$ cat src/logic/gsh_pkg.sv
// Shared constants and types of the gateway status header block
package gsh_pkg;
  // ****************************************************************
  // Timing
  // ****************************************************************
  localparam int GSH_CLK_HZ = 20_000_000; // System clock rate in Hz
  localparam int GSH_FLASH_HALF_MS = 250; // Half period of the flash, ms
  localparam int GSH_FLASH_CYCLES = GSH_CLK_HZ / 1000 * GSH_FLASH_HALF_MS;
  // ****************************************************************
  // Sizes
  // ****************************************************************
  localparam int GSH_IMAGE_BYTES = 8; // User data bytes in the image
  localparam int GSH_BUF_BYTES = 1024; // Gateway ring memory capacity
  localparam int GSH_LEVEL_W = 11; // Width of a ring fill level
  localparam int GSH_SKID_DEPTH = 2; // Entries of the block buffer
  // ****************************************************************
  // Reset values
  // ****************************************************************
  localparam logic [7:0] GSH_LEN_RST = 8'h00; // Length byte after reset
  localparam logic GSH_FLAG_RST = 1'h0; // Every status flag after reset
  localparam logic GSH_LED_ON = 1'h1; // Steady indicator level
  // ****************************************************************
  // Types
  // ****************************************************************
  // First status byte, most significant bit first
  typedef struct packed {
    logic newData; // Bit 7, toggles per data set
    logic overflow; // Bit 6, ring memory full
    logic dataLoss; // Bit 5, sticky until reset
    logic blockReady; // Bit 4, toggles per loaded block
    logic dataPresent; // Bit 3, transmit data waiting
    logic serviceMode; // Bit 2, service selector active
    logic unused; // Bit 1, always zero
    logic writeAck; // Bit 0, toggles per transmit command
  } gsh_flags_t;
  // One received block on its way to the input image
  typedef struct packed {
    logic [7:0] length; // Count of valid user bytes
    logic [GSH_IMAGE_BYTES*8-1:0] data; // Byte 0 in the low bits
  } gsh_block_t;
endpackage : gsh_pkg

$ cat src/logic/gsh_skid_buffer.sv
// Small flip-flop FIFO with valid and ready on both sides
`timescale 1ns/100ps
module gsh_skid_buffer #(
  parameter int WIDTH = 8,
  parameter int DEPTH = 2
) (
  input wire logic clock,
  input wire logic arst_n,
  input wire logic [WIDTH-1:0] inData,
  input wire logic inValid,
  output logic inReady,
  output logic [WIDTH-1:0] outData,
  output logic outValid,
  input wire logic outReady
);
  localparam int PW = (DEPTH > 1) ? $clog2(DEPTH) : 1;
  localparam logic [PW-1:0] LAST = PW'(DEPTH - 1);
  localparam logic [PW:0] FULL = (PW + 1)'(DEPTH);
  logic [WIDTH-1:0] store [DEPTH]; // Entry storage
  logic [PW-1:0] wrIdx; // Next entry to fill
  logic [PW-1:0] rdIdx; // Oldest entry
  logic [PW:0] count; // Entries held
  logic push; // Entry accepted this cycle
  logic pop; // Entry leaves this cycle
  logic [PW:0] next_count; // Count after this cycle
  assign push = inValid && inReady;
  assign pop = outValid && outReady;
  assign outData = store[rdIdx];
  // ****************************************************************
  // Occupancy
  // ****************************************************************
  always_comb begin
    next_count = count;
    if (push && !pop) begin
      next_count = count + (PW + 1)'(1);
    end else if (pop && !push) begin
      next_count = count - (PW + 1)'(1);
    end
  end
  // Count and registered handshake flags
  always_ff @(posedge clock or negedge arst_n) begin
    if (!arst_n) begin
      count <= '0;
      inReady <= 1'h1;
      outValid <= 1'h0;
    end else begin
      count <= next_count;
      inReady <= (next_count != FULL);
      outValid <= (next_count != '0);
    end
  end
  // Pointers wrap at the last entry
  always_ff @(posedge clock or negedge arst_n) begin
    if (!arst_n) begin
      wrIdx <= '0;
      rdIdx <= '0;
    end else begin
      if (push) begin
        wrIdx <= (wrIdx == LAST) ? '0 : wrIdx + PW'(1);
      end
      if (pop) begin
        rdIdx <= (rdIdx == LAST) ? '0 : rdIdx + PW'(1);
      end
    end
  end
  // Storage holds no reset, it is qualified by the count
  always_ff @(posedge clock) begin
    if (push) begin
      store[wrIdx] <= inData;
    end
  end
endmodule : gsh_skid_buffer

$ cat src/logic/gsh_status_header.sv
// Status header builder of the fieldbus gateway input image
// Notes on behaviour
// Flags sit at bits 0,2..7; bit 1 unused.
// Second byte counts user bytes that follow.
// Toggle flags invert once per event.
// Write acknowledge toggles per successful copy/send.
// Service flag follows either service selector position.
// Power indicator flashes during service mode.
// Data present follows non-empty transmit buffer.
// Block ready toggles when a block loads.
// Master heeds new data only in transparent.
// New data toggles for every delivered set.
// Write to full ring sets overflow until below capacity; drops request-to-send.
// Data loss sticks until reset after loss.
// Master compares toggles with previously read value.
// Length, data and block toggle change together.
`timescale 1ns/100ps
module gsh_status_header
  import gsh_pkg::*;
#(
  parameter int FLASH_CYCLES = GSH_FLASH_CYCLES,
  parameter int BUF_BYTES = GSH_BUF_BYTES
) (
  input wire logic clock,
  input wire logic arst_n,
  input wire logic copyToTxBufferCmd,
  input wire logic sendTxBufferCmd,
  input wire logic gatewayServicePosition,
  input wire logic deviceServicePosition,
  input wire logic [GSH_LEVEL_W-1:0] txBufferLevel,
  input wire logic [GSH_LEVEL_W-1:0] ringLevel,
  input wire logic ringWrite,
  input wire logic deliverFail,
  input wire logic [7:0] frameLength,
  input wire gsh_block_t blockIn,
  input wire logic blockInValid,
  output logic blockInReady,
  input wire logic imageTake,
  output gsh_flags_t statusFlags,
  output logic [7:0] payloadLength,
  output logic [GSH_IMAGE_BYTES*8-1:0] payloadData,
  output logic rtsActive,
  output logic powerIndicator
);
  localparam logic [GSH_LEVEL_W-1:0] CAP = GSH_LEVEL_W'(BUF_BYTES);
  localparam int FW = $clog2(FLASH_CYCLES + 1);
  localparam logic [FW-1:0] FLASH_LAST = FW'(FLASH_CYCLES - 1);
  // ****************************************************************
  // Block buffer between the receive side and the image
  // ****************************************************************
  gsh_block_t bufBlock; // Oldest buffered block
  logic bufValid; // A block waits for the image
  logic take; // Block moves into the image now
  gsh_skid_buffer #(
    .WIDTH($bits(gsh_block_t)),
    .DEPTH(GSH_SKID_DEPTH)
  ) u_buf (
    .clock(clock),
    .arst_n(arst_n),
    .inData(blockIn),
    .inValid(blockInValid),
    .inReady(blockInReady),
    .outData(bufBlock),
    .outValid(bufValid),
    .outReady(imageTake)
  );
  assign take = bufValid && imageTake;
  // ****************************************************************
  // Truncation of an over-long block
  // ****************************************************************
  logic tooLong; // Block longer than the frame
  logic [7:0] next_length; // Length that reaches the image
  logic [GSH_IMAGE_BYTES*8-1:0] next_data; // Data with dropped bytes cleared
  assign tooLong = bufBlock.length > frameLength;
  assign next_length = tooLong ? frameLength : bufBlock.length;
  // Bytes beyond the delivered length read as zero
  generate
    for (genvar i = 0; i < GSH_IMAGE_BYTES; i++) begin : g_mask
      assign next_data[i*8 +: 8] = (8'(i) < next_length) ?
        bufBlock.data[i*8 +: 8] : 8'h00;
    end
  endgenerate
  // ****************************************************************
  // Input image: length, data and toggles load together
  // ****************************************************************
  always_ff @(posedge clock or negedge arst_n) begin
    if (!arst_n) begin
      payloadLength <= GSH_LEN_RST;
      payloadData <= '0;
      statusFlags.blockReady <= GSH_FLAG_RST;
      statusFlags.newData <= GSH_FLAG_RST;
    end else if (take) begin
      payloadLength <= next_length;
      payloadData <= next_data;
      statusFlags.blockReady <= ~statusFlags.blockReady;
      statusFlags.newData <= ~statusFlags.newData;
    end
  end
  // ****************************************************************
  // Write acknowledge
  // ****************************************************************
  // Two commands in one cycle are two events and cancel out
  always_ff @(posedge clock or negedge arst_n) begin
    if (!arst_n) begin
      statusFlags.writeAck <= GSH_FLAG_RST;
    end else if (copyToTxBufferCmd ^ sendTxBufferCmd) begin
      statusFlags.writeAck <= ~statusFlags.writeAck;
    end
  end
  // ****************************************************************
  // Service selector and power indicator
  // ****************************************************************
  logic [1:0] svcMeta; // First stage, read by the second only
  logic [1:0] svcSync; // Synchronised selector positions
  logic [FW-1:0] flashCnt; // Cycles within the half period
  logic flashPhase; // Current flash level
  // Two-stage synchroniser for the selector pins
  always_ff @(posedge clock or negedge arst_n) begin
    if (!arst_n) begin
      svcMeta <= 2'h0;
      svcSync <= 2'h0;
    end else begin
      svcMeta <= {deviceServicePosition, gatewayServicePosition};
      svcSync <= svcMeta;
    end
  end
  // Service flag set in either service position
  always_ff @(posedge clock or negedge arst_n) begin
    if (!arst_n) begin
      statusFlags.serviceMode <= GSH_FLAG_RST;
    end else begin
      statusFlags.serviceMode <= |svcSync;
    end
  end
  // Flash timer runs only in service mode
  always_ff @(posedge clock or negedge arst_n) begin
    if (!arst_n) begin
      flashCnt <= '0;
      flashPhase <= GSH_LED_ON;
    end else if (!statusFlags.serviceMode) begin
      flashCnt <= '0;
      flashPhase <= GSH_LED_ON;
    end else if (flashCnt == FLASH_LAST) begin
      flashCnt <= '0;
      flashPhase <= ~flashPhase;
    end else begin
      flashCnt <= flashCnt + FW'(1);
    end
  end
  // Indicator steady in normal operation, flashing in service
  always_ff @(posedge clock or negedge arst_n) begin
    if (!arst_n) begin
      powerIndicator <= GSH_LED_ON;
    end else begin
      powerIndicator <= statusFlags.serviceMode ? flashPhase
                                                : GSH_LED_ON;
    end
  end
  // ****************************************************************
  // Buffer state flags
  // ****************************************************************
  logic next_overflow; // Overflow after this cycle
  always_comb begin
    next_overflow = statusFlags.overflow;
    if (ringWrite && ringLevel >= CAP) begin
      next_overflow = 1'h1; // Set wins over release
    end else if (ringLevel < CAP) begin
      next_overflow = 1'h0;
    end
  end
  // Overflow, request-to-send and transmit data presence
  always_ff @(posedge clock or negedge arst_n) begin
    if (!arst_n) begin
      statusFlags.overflow <= GSH_FLAG_RST;
      rtsActive <= 1'h1;
      statusFlags.dataPresent <= GSH_FLAG_RST;
      statusFlags.unused <= GSH_FLAG_RST;
    end else begin
      statusFlags.overflow <= next_overflow;
      rtsActive <= ~next_overflow;
      statusFlags.dataPresent <= (txBufferLevel != '0);
      statusFlags.unused <= GSH_FLAG_RST;
    end
  end
  // Data loss is sticky, only reset clears it
  always_ff @(posedge clock or negedge arst_n) begin
    if (!arst_n) begin
      statusFlags.dataLoss <= GSH_FLAG_RST;
    end else if (deliverFail || (take && tooLong)) begin
      statusFlags.dataLoss <= 1'h1;
    end
  end
endmodule : gsh_status_header

$ cat config.mk
export PLATFORM = sky130hd
export DESIGN_NAME = gsh_status_header
export DESIGN_NICKNAME = d
export VERILOG_FILES = /design/src/logic/gsh_pkg.sv /design/src/logic/gsh_skid_buffer.sv /design/src/logic/gsh_status_header.sv
export SDC_FILE = /design/constraint.sdc
export NUM_CORES = 1
export LEC_CHECK = 0
export ABC_AREA = 0
export ABC_CLOCK_PERIOD_IN_PS = 6580
export BUFFER_PORTS_ARGS = -buffer_cell sky130_fd_sc_hd__buf_2
export CAP_MARGIN = 20
export CORE_UTILIZATION = 45
export DETAILED_ROUTE_END_ITERATION = 10
export PLACE_DENSITY = 0.67
export SETUP_SLACK_MARGIN = 0.15
export SYNTH_ARGS = -nofsm -noshare
export SYNTH_HDL_FRONTEND = slang
export SYNTH_SLANG_ARGS = --single-unit
$ cat constraint.sdc
create_clock -name clock -period 6.58 [get_ports clock]
set_input_delay 0.658 -clock clock [delete_from_list [all_inputs] [get_ports clock]]
set_output_delay 0.658 -clock clock [all_outputs]
set_load 0.01 [all_outputs]
## Word level (Yosys, flattened, before mapping)

Memory sizes are Yosys's and may differ from the RTL's.
Cells that the tools add are included.

- Bits in writable memories: 144
- Output and inout bits: 83
- Flip-flop bits (word level): 115
- Memories kept: 1

- Reduce and logical (&&, ||, !) cells: 12
- $lt $le $gt $ge: 11
- Eq/ne operators: 3
- Bitwise gates (word level): 6
- Add/sub/neg operators: 5
- Mux-type cells: 22

Memory list:

| name | words | width | read ports | clocked after memory_dff | write ports | line | RTL |
|---|---|---|---|---|---|---|---|
| u_buf.store | 2 | 72 | 1 | 0 | 1 | gsh_skid_buffer.sv:19 | `logic [WIDTH-1:0] store [DEPTH];` |

Operators by type and width:

| cell | number |
|---|---|
| two-way mux 8 bit | 9 |
| two-way mux 23 bit | 2 |
| less-than comparator 3 x 8 -> 1 bit, first input constant | 4 |
| adder 23 x 1 -> 23 bit, second input constant | 1 |
| equality test 23 bit, second input constant | 1 |
| less-than comparator 1 x 8 -> 1 bit, first input constant | 2 |
| less-than comparator 2 x 8 -> 1 bit, first input constant | 2 |
| >= comparator 11 bit, second input constant | 1 |
| less-than comparator 11 bit, second input constant | 1 |
| nonzero test 11 bit | 1 |
| two-way mux 1 bit | 9 |
| > comparator 8 bit | 1 |
| logical AND 1 bit | 6 |
| inverter 1 bit | 5 |
| two-way mux 2 bit | 2 |
| adder 1 bit, second input constant | 2 |
| adder 2 x 1 -> 2 bit, second input constant | 1 |
| logical NOT 1 bit | 2 |
| inequality test 2 x 1 -> 1 bit, second input constant | 1 |
| inequality test 2 bit, second input constant | 1 |
| nonzero test 2 bit | 1 |
| OR reduction 2 bit | 1 |
| subtractor 2 x 1 -> 2 bit, second input constant | 1 |
| logical OR 1 bit | 1 |
| bitwise XOR 1 bit | 1 |

## Depth between registers and ports, before layout

- Depth in word-level cells: 6
- Depth in mapped cells: 11
- Gate-level depth less buffers: 8

## Hierarchy

Synthesis repeated with hierarchy kept, for this count alone.

- Cells, all modules: 782
- Area, all modules: 10804.1 um2

Modules (own cells, without submodules):

| module | sequential area each (um2) | area an instance (um2) | instances | cells an instance |
|---|---|---|---|---|
| gsh_skid_buffer | 4475.5 | 5529.1 | 1 | 252 |
| gsh_status_header | 2731.4 | 5275.1 | 1 | 530 |

## Worst setup path after synthesis

Ideal clock, no wire load.

- Path kind: input-to-reg
- From: input port blockInValid
- To: memory u_buf.store[0][0] (netlist name) (enable)
- Slack: 2285 ps
- Path buffers: 0
- Setup time: 503 ps
- Arrival time: 3792 ps
- Cell stages on the path: 2
- Cells stage by stage: nand2_1 > nor2_1

- Word-level cells in the longest chain between the ends: 3

Ends and longest elaborated chain:

| item | line | RTL |
|---|---|---|
| start, declared | gsh_status_header.sv:36 | `input wire logic blockInValid,` |
| logical AND 1 bit | gsh_skid_buffer.sv:26 | `assign push = inValid && inReady;` |
| two-way mux 1 bit | gsh_skid_buffer.sv:68 | `if (push) begin` |
| two-way mux 1 bit (not written as such) | gsh_skid_buffer.sv:69 | `store[wrIdx] <= inData;` |
| end, declared | gsh_skid_buffer.sv:19 |  |

No other way between the ends.

## Final worst setup path

- From: register u_buf.rdIdx
- To: register payloadData[1]

- Word-level cells in the longest chain between the ends: 5

Ends and longest elaborated chain:

| item | line | RTL |
|---|---|---|
| start, declared | gsh_skid_buffer.sv:21 | `logic [PW-1:0] rdIdx;` |
| start signal, assigned | gsh_skid_buffer.sv:62 | `rdIdx <= (rdIdx == LAST) ? '0 : rdIdx + PW'(1);` |
| memory (2 x 72 bit) (*) | -- |  |
| > comparator 8 bit | gsh_status_header.sv:74 | `assign tooLong = bufBlock.length > frameLength;` |
| two-way mux 8 bit | gsh_status_header.sv:75 | `assign next_length = tooLong ? frameLength : bufBlock.length;` |
| less-than comparator 1 x 8 -> 1 bit | gsh_status_header.sv:79 | `assign next_data[i*8 +: 8] = (8'(i) < next_length) ?` |
| two-way mux 8 bit (*) | gsh_status_header.sv:79 |  |
| end signal, assigned | gsh_status_header.sv:94 | `payloadData <= next_data;` |
| end, declared | gsh_status_header.sv:41 | `output logic [GSH_IMAGE_BYTES*8-1:0] payloadData,` |

Mark *: on every way between the ends. The rest lies on a longest branch, timed or not.
A chain may end at the register's enable or synchronous reset.

==> results.json <==
{
  "fp.dieH_um": 153.4,
  "grt_pass1_vias": 6485,
  "critPathLaunchType": "flip-flop",
  "final.fill_count": 1880,
  "hpwl_um": 13900,
  "start_util": 0.4571,
  "setup_viol": 0,
  "synth_cells": 719,
  "netlist_area_um2": 10320,
  "clockBufferDepth": 3,
  "max_freq_mhz": 261.4,
  "fin_worst_skew_ns": 0.02323,
  "synth_fp_nets": 840,
  "synth.most_common_cell": "edfxtp_1",
  "cts_resized": 0,
  "htreeDepth": 1,
  "gp_congestion": 0.8609,
  "clkTransAtPathRegs_ns": 0.06,
  "numCtsBuffers": 27,
  "dr_total_vias": 6427,
  "grt_overflow": 0,
  "p_leak_uw": 0.005210,
  "dp_slack_ns": 2.820,
  "cts_tree": "done",
  "cts.sinks": 259,
  "die_x_um": 153.4,
  "grt_pass1_wl_um": 34260,
  "route.detailed.drc": 0,
  "drtAntennaViolNets": 0,
  "final_area_um2": 12400,
  "area_growth_pct": 20.19,
  "grt_usage": 0.1850,
  "dpl_cell_area_um2": 11510,
  "ys_seq_area_frac": 0.6985,
  "drv_cap": 0,
  "std_cell_rows": 55,
  "grt_max_degree": 82,
  "cts_hold_buf": 0,
  "wl_per_cell_um": 17.61,
  "cp.arrival_ns": 4.29,
  "finish.utilization": 0.5494,
  "finalWirelength_um": 21340,
  "synth_warnings": 0,
  "synth.avg_cell_area_um2": 14.35,
  "async_flop_share": 0.4440,
  "drt-pass1-iter-count": 4,
  "hold_path.class": "input pin to asynchronous set/reset pin",
  "cp.required_ns": 7.04,
  "cts_setup_buffers": 0,
  "cts-root-buf": "clkbuf_16",
  "ys_ff_latch": 259,
  "multi_input_area_um2": 2939,
  "fin_total_pwr_uw": 5405,
  "drive_above_1_share": 0.2757,
  "fp.coreArea_um2": 22570,
  "clock_latency_ns": 0.53,
  "critPathKind": "flip-flop to flip-flop",
  "rsz0062_at_grt": "no",
  "synth_edf_count": 144,
  "synth_area_leaders": "edfxtp_1 42%, dfrtp_1 27%, mux2i_1 6.5%",
  "die_area_um2": 23540,
  "pin_count": 195,
  "ys_types": 53,
  "min_period_ns": 3.825,
  "post-route-period-util": 0.5814,
  "worstSetupEndpointType": "flip-flop",
  "relSlewSlack": 0.4085,
  "regArea_um2": 7211,
  "drv_slew": 0,
  "yosysTopAreaCellShare": 0.4191,
  "crit_path_max_fanout": 35,
  "worst_slack_ns": 2.755,
  "reg2reg_depth": 8,
  "ir_worst_vdd_uv": 277.5,
  "hold_viol": 0,
  "nets": 1025,
  "status": "finished, final reports clean",
  "yosysTopAreaCell": "edfxtp_1",
  "first_iter_violations": 287,
  "synth_flop_cell": "edfxtp_1",
  "synth_commonest_cells": "144 x edfxtp_1, 111 x dfrtp_1, 81 x nor2_1",
  "worst_pin_slew_ns": 0.8701,
  "portBuffers": 183,
  "antenna_found_initial": 7,
  "power_density_nw_per_um2": 435.8,
  "setup_tns_ns": 0,
  "vias_per_cell": 5.303
}
[flip-flops by register name (all words and copies together) (netlist names)]
name and count:
u_buf.inReady 1, svcMeta 2, u_buf.rdIdx 1, rtsActive 1, u_buf.store 144, statusFlags 7, u_buf.count 2, flashPhase 1
u_buf.outValid 1, flashCnt 23, svcSync 2, payloadData 64, payloadLength 8, powerIndicator 1, u_buf.wrIdx 1
[power by group]
part           internal (uW)  switching [uW]  leakage [uW]
Sequential              2200             237       0.00273
Combinational            641             861       0.00205
Clock                    864             598      0.000429
[path summary, 6_finish.rpt]
path | from | end | slack [ns]
max | u_buf.rdIdx | payloadData[1] | 2.75
min | arst_n | payloadData[52] | 0.18
max reg2reg | u_buf.rdIdx | payloadData[1] | 2.75
min reg2reg | svcMeta[1] | svcSync[1] | 0.35
max in group asynchronous | arst_n | u_buf.rdIdx | 5.03
min in group clock | gatewayServicePosition | svcMeta[0] | 0.25
[cells in the final DEF, fill, tap and decap left out, drive strengths merged, types with 12 or more instances in the layout]
cell type,synthesis,final
a21oi,22,22
a22o,32,32
buf,14,189
clkbuf,19,42
dfrtp,111,111
edfxtp,144,144
inv,12,13
mux2i,69,69
nand2,36,36
nand3,12,12
nor2,81,81
o31ai,24,24
xnor2,17,17
xor2,14,14
[critical path, stage by stage, from the launching register on]
cell     delay [ns]
dfrtp_4        0.77
mux2i_1        0.34
inv_1          0.20
ha_1           0.33
and4_1         0.21
nand2_1        0.33
o311a_1        0.50
mux2i_2        0.80
a22o_1         0.24
[layer usage]
metal	global-route usage	wire length, um	up-vias
li1	-	-	3062
met1	0.2401	9347	3132
met5	0	35	-
met3	0.05699	1532	46
met4	0.05095	552	6
met2	0.3009	9872	181
[cells by family (layout without fill, tap and decap cells)]
logic type	count (synthesis)	after routing	share of synthesized area
AOI/OAI and AO/OA	118	118	0.08974
other	1	3	0.0003635
buffers and inverters	45	251	0.01855
adders and majority gates	9	9	0.01091
DFF	259	259	0.6985
and+or+nand+nor	181	181	0.08137
xor gates and xnor gates	31	31	0.02632
muxes	75	75	0.07422
[final cells by class]
type	instances	share of cell area
well taps	285	0.02876
flip-flops and latches	259	0.5815
inverters	12	0.003632
clock buffers	42	0.06387
diodes	2	0.0004036
multi-input cells	415	0.2370
repair buffers	189	0.07931
clock inverters	8	0.005549
[per-stage QoR]
stage / hold slack, ns / instances
floorplan: 0.3312 / 719
global placement: 0.3365 / 1159
detailed placement: 0.3449 / 1159
CTS: 0.1837 / 1209
global route: 0.2333 / 1210
finish: 0.1838 / 1212
(Power assumes the default switching activity.)
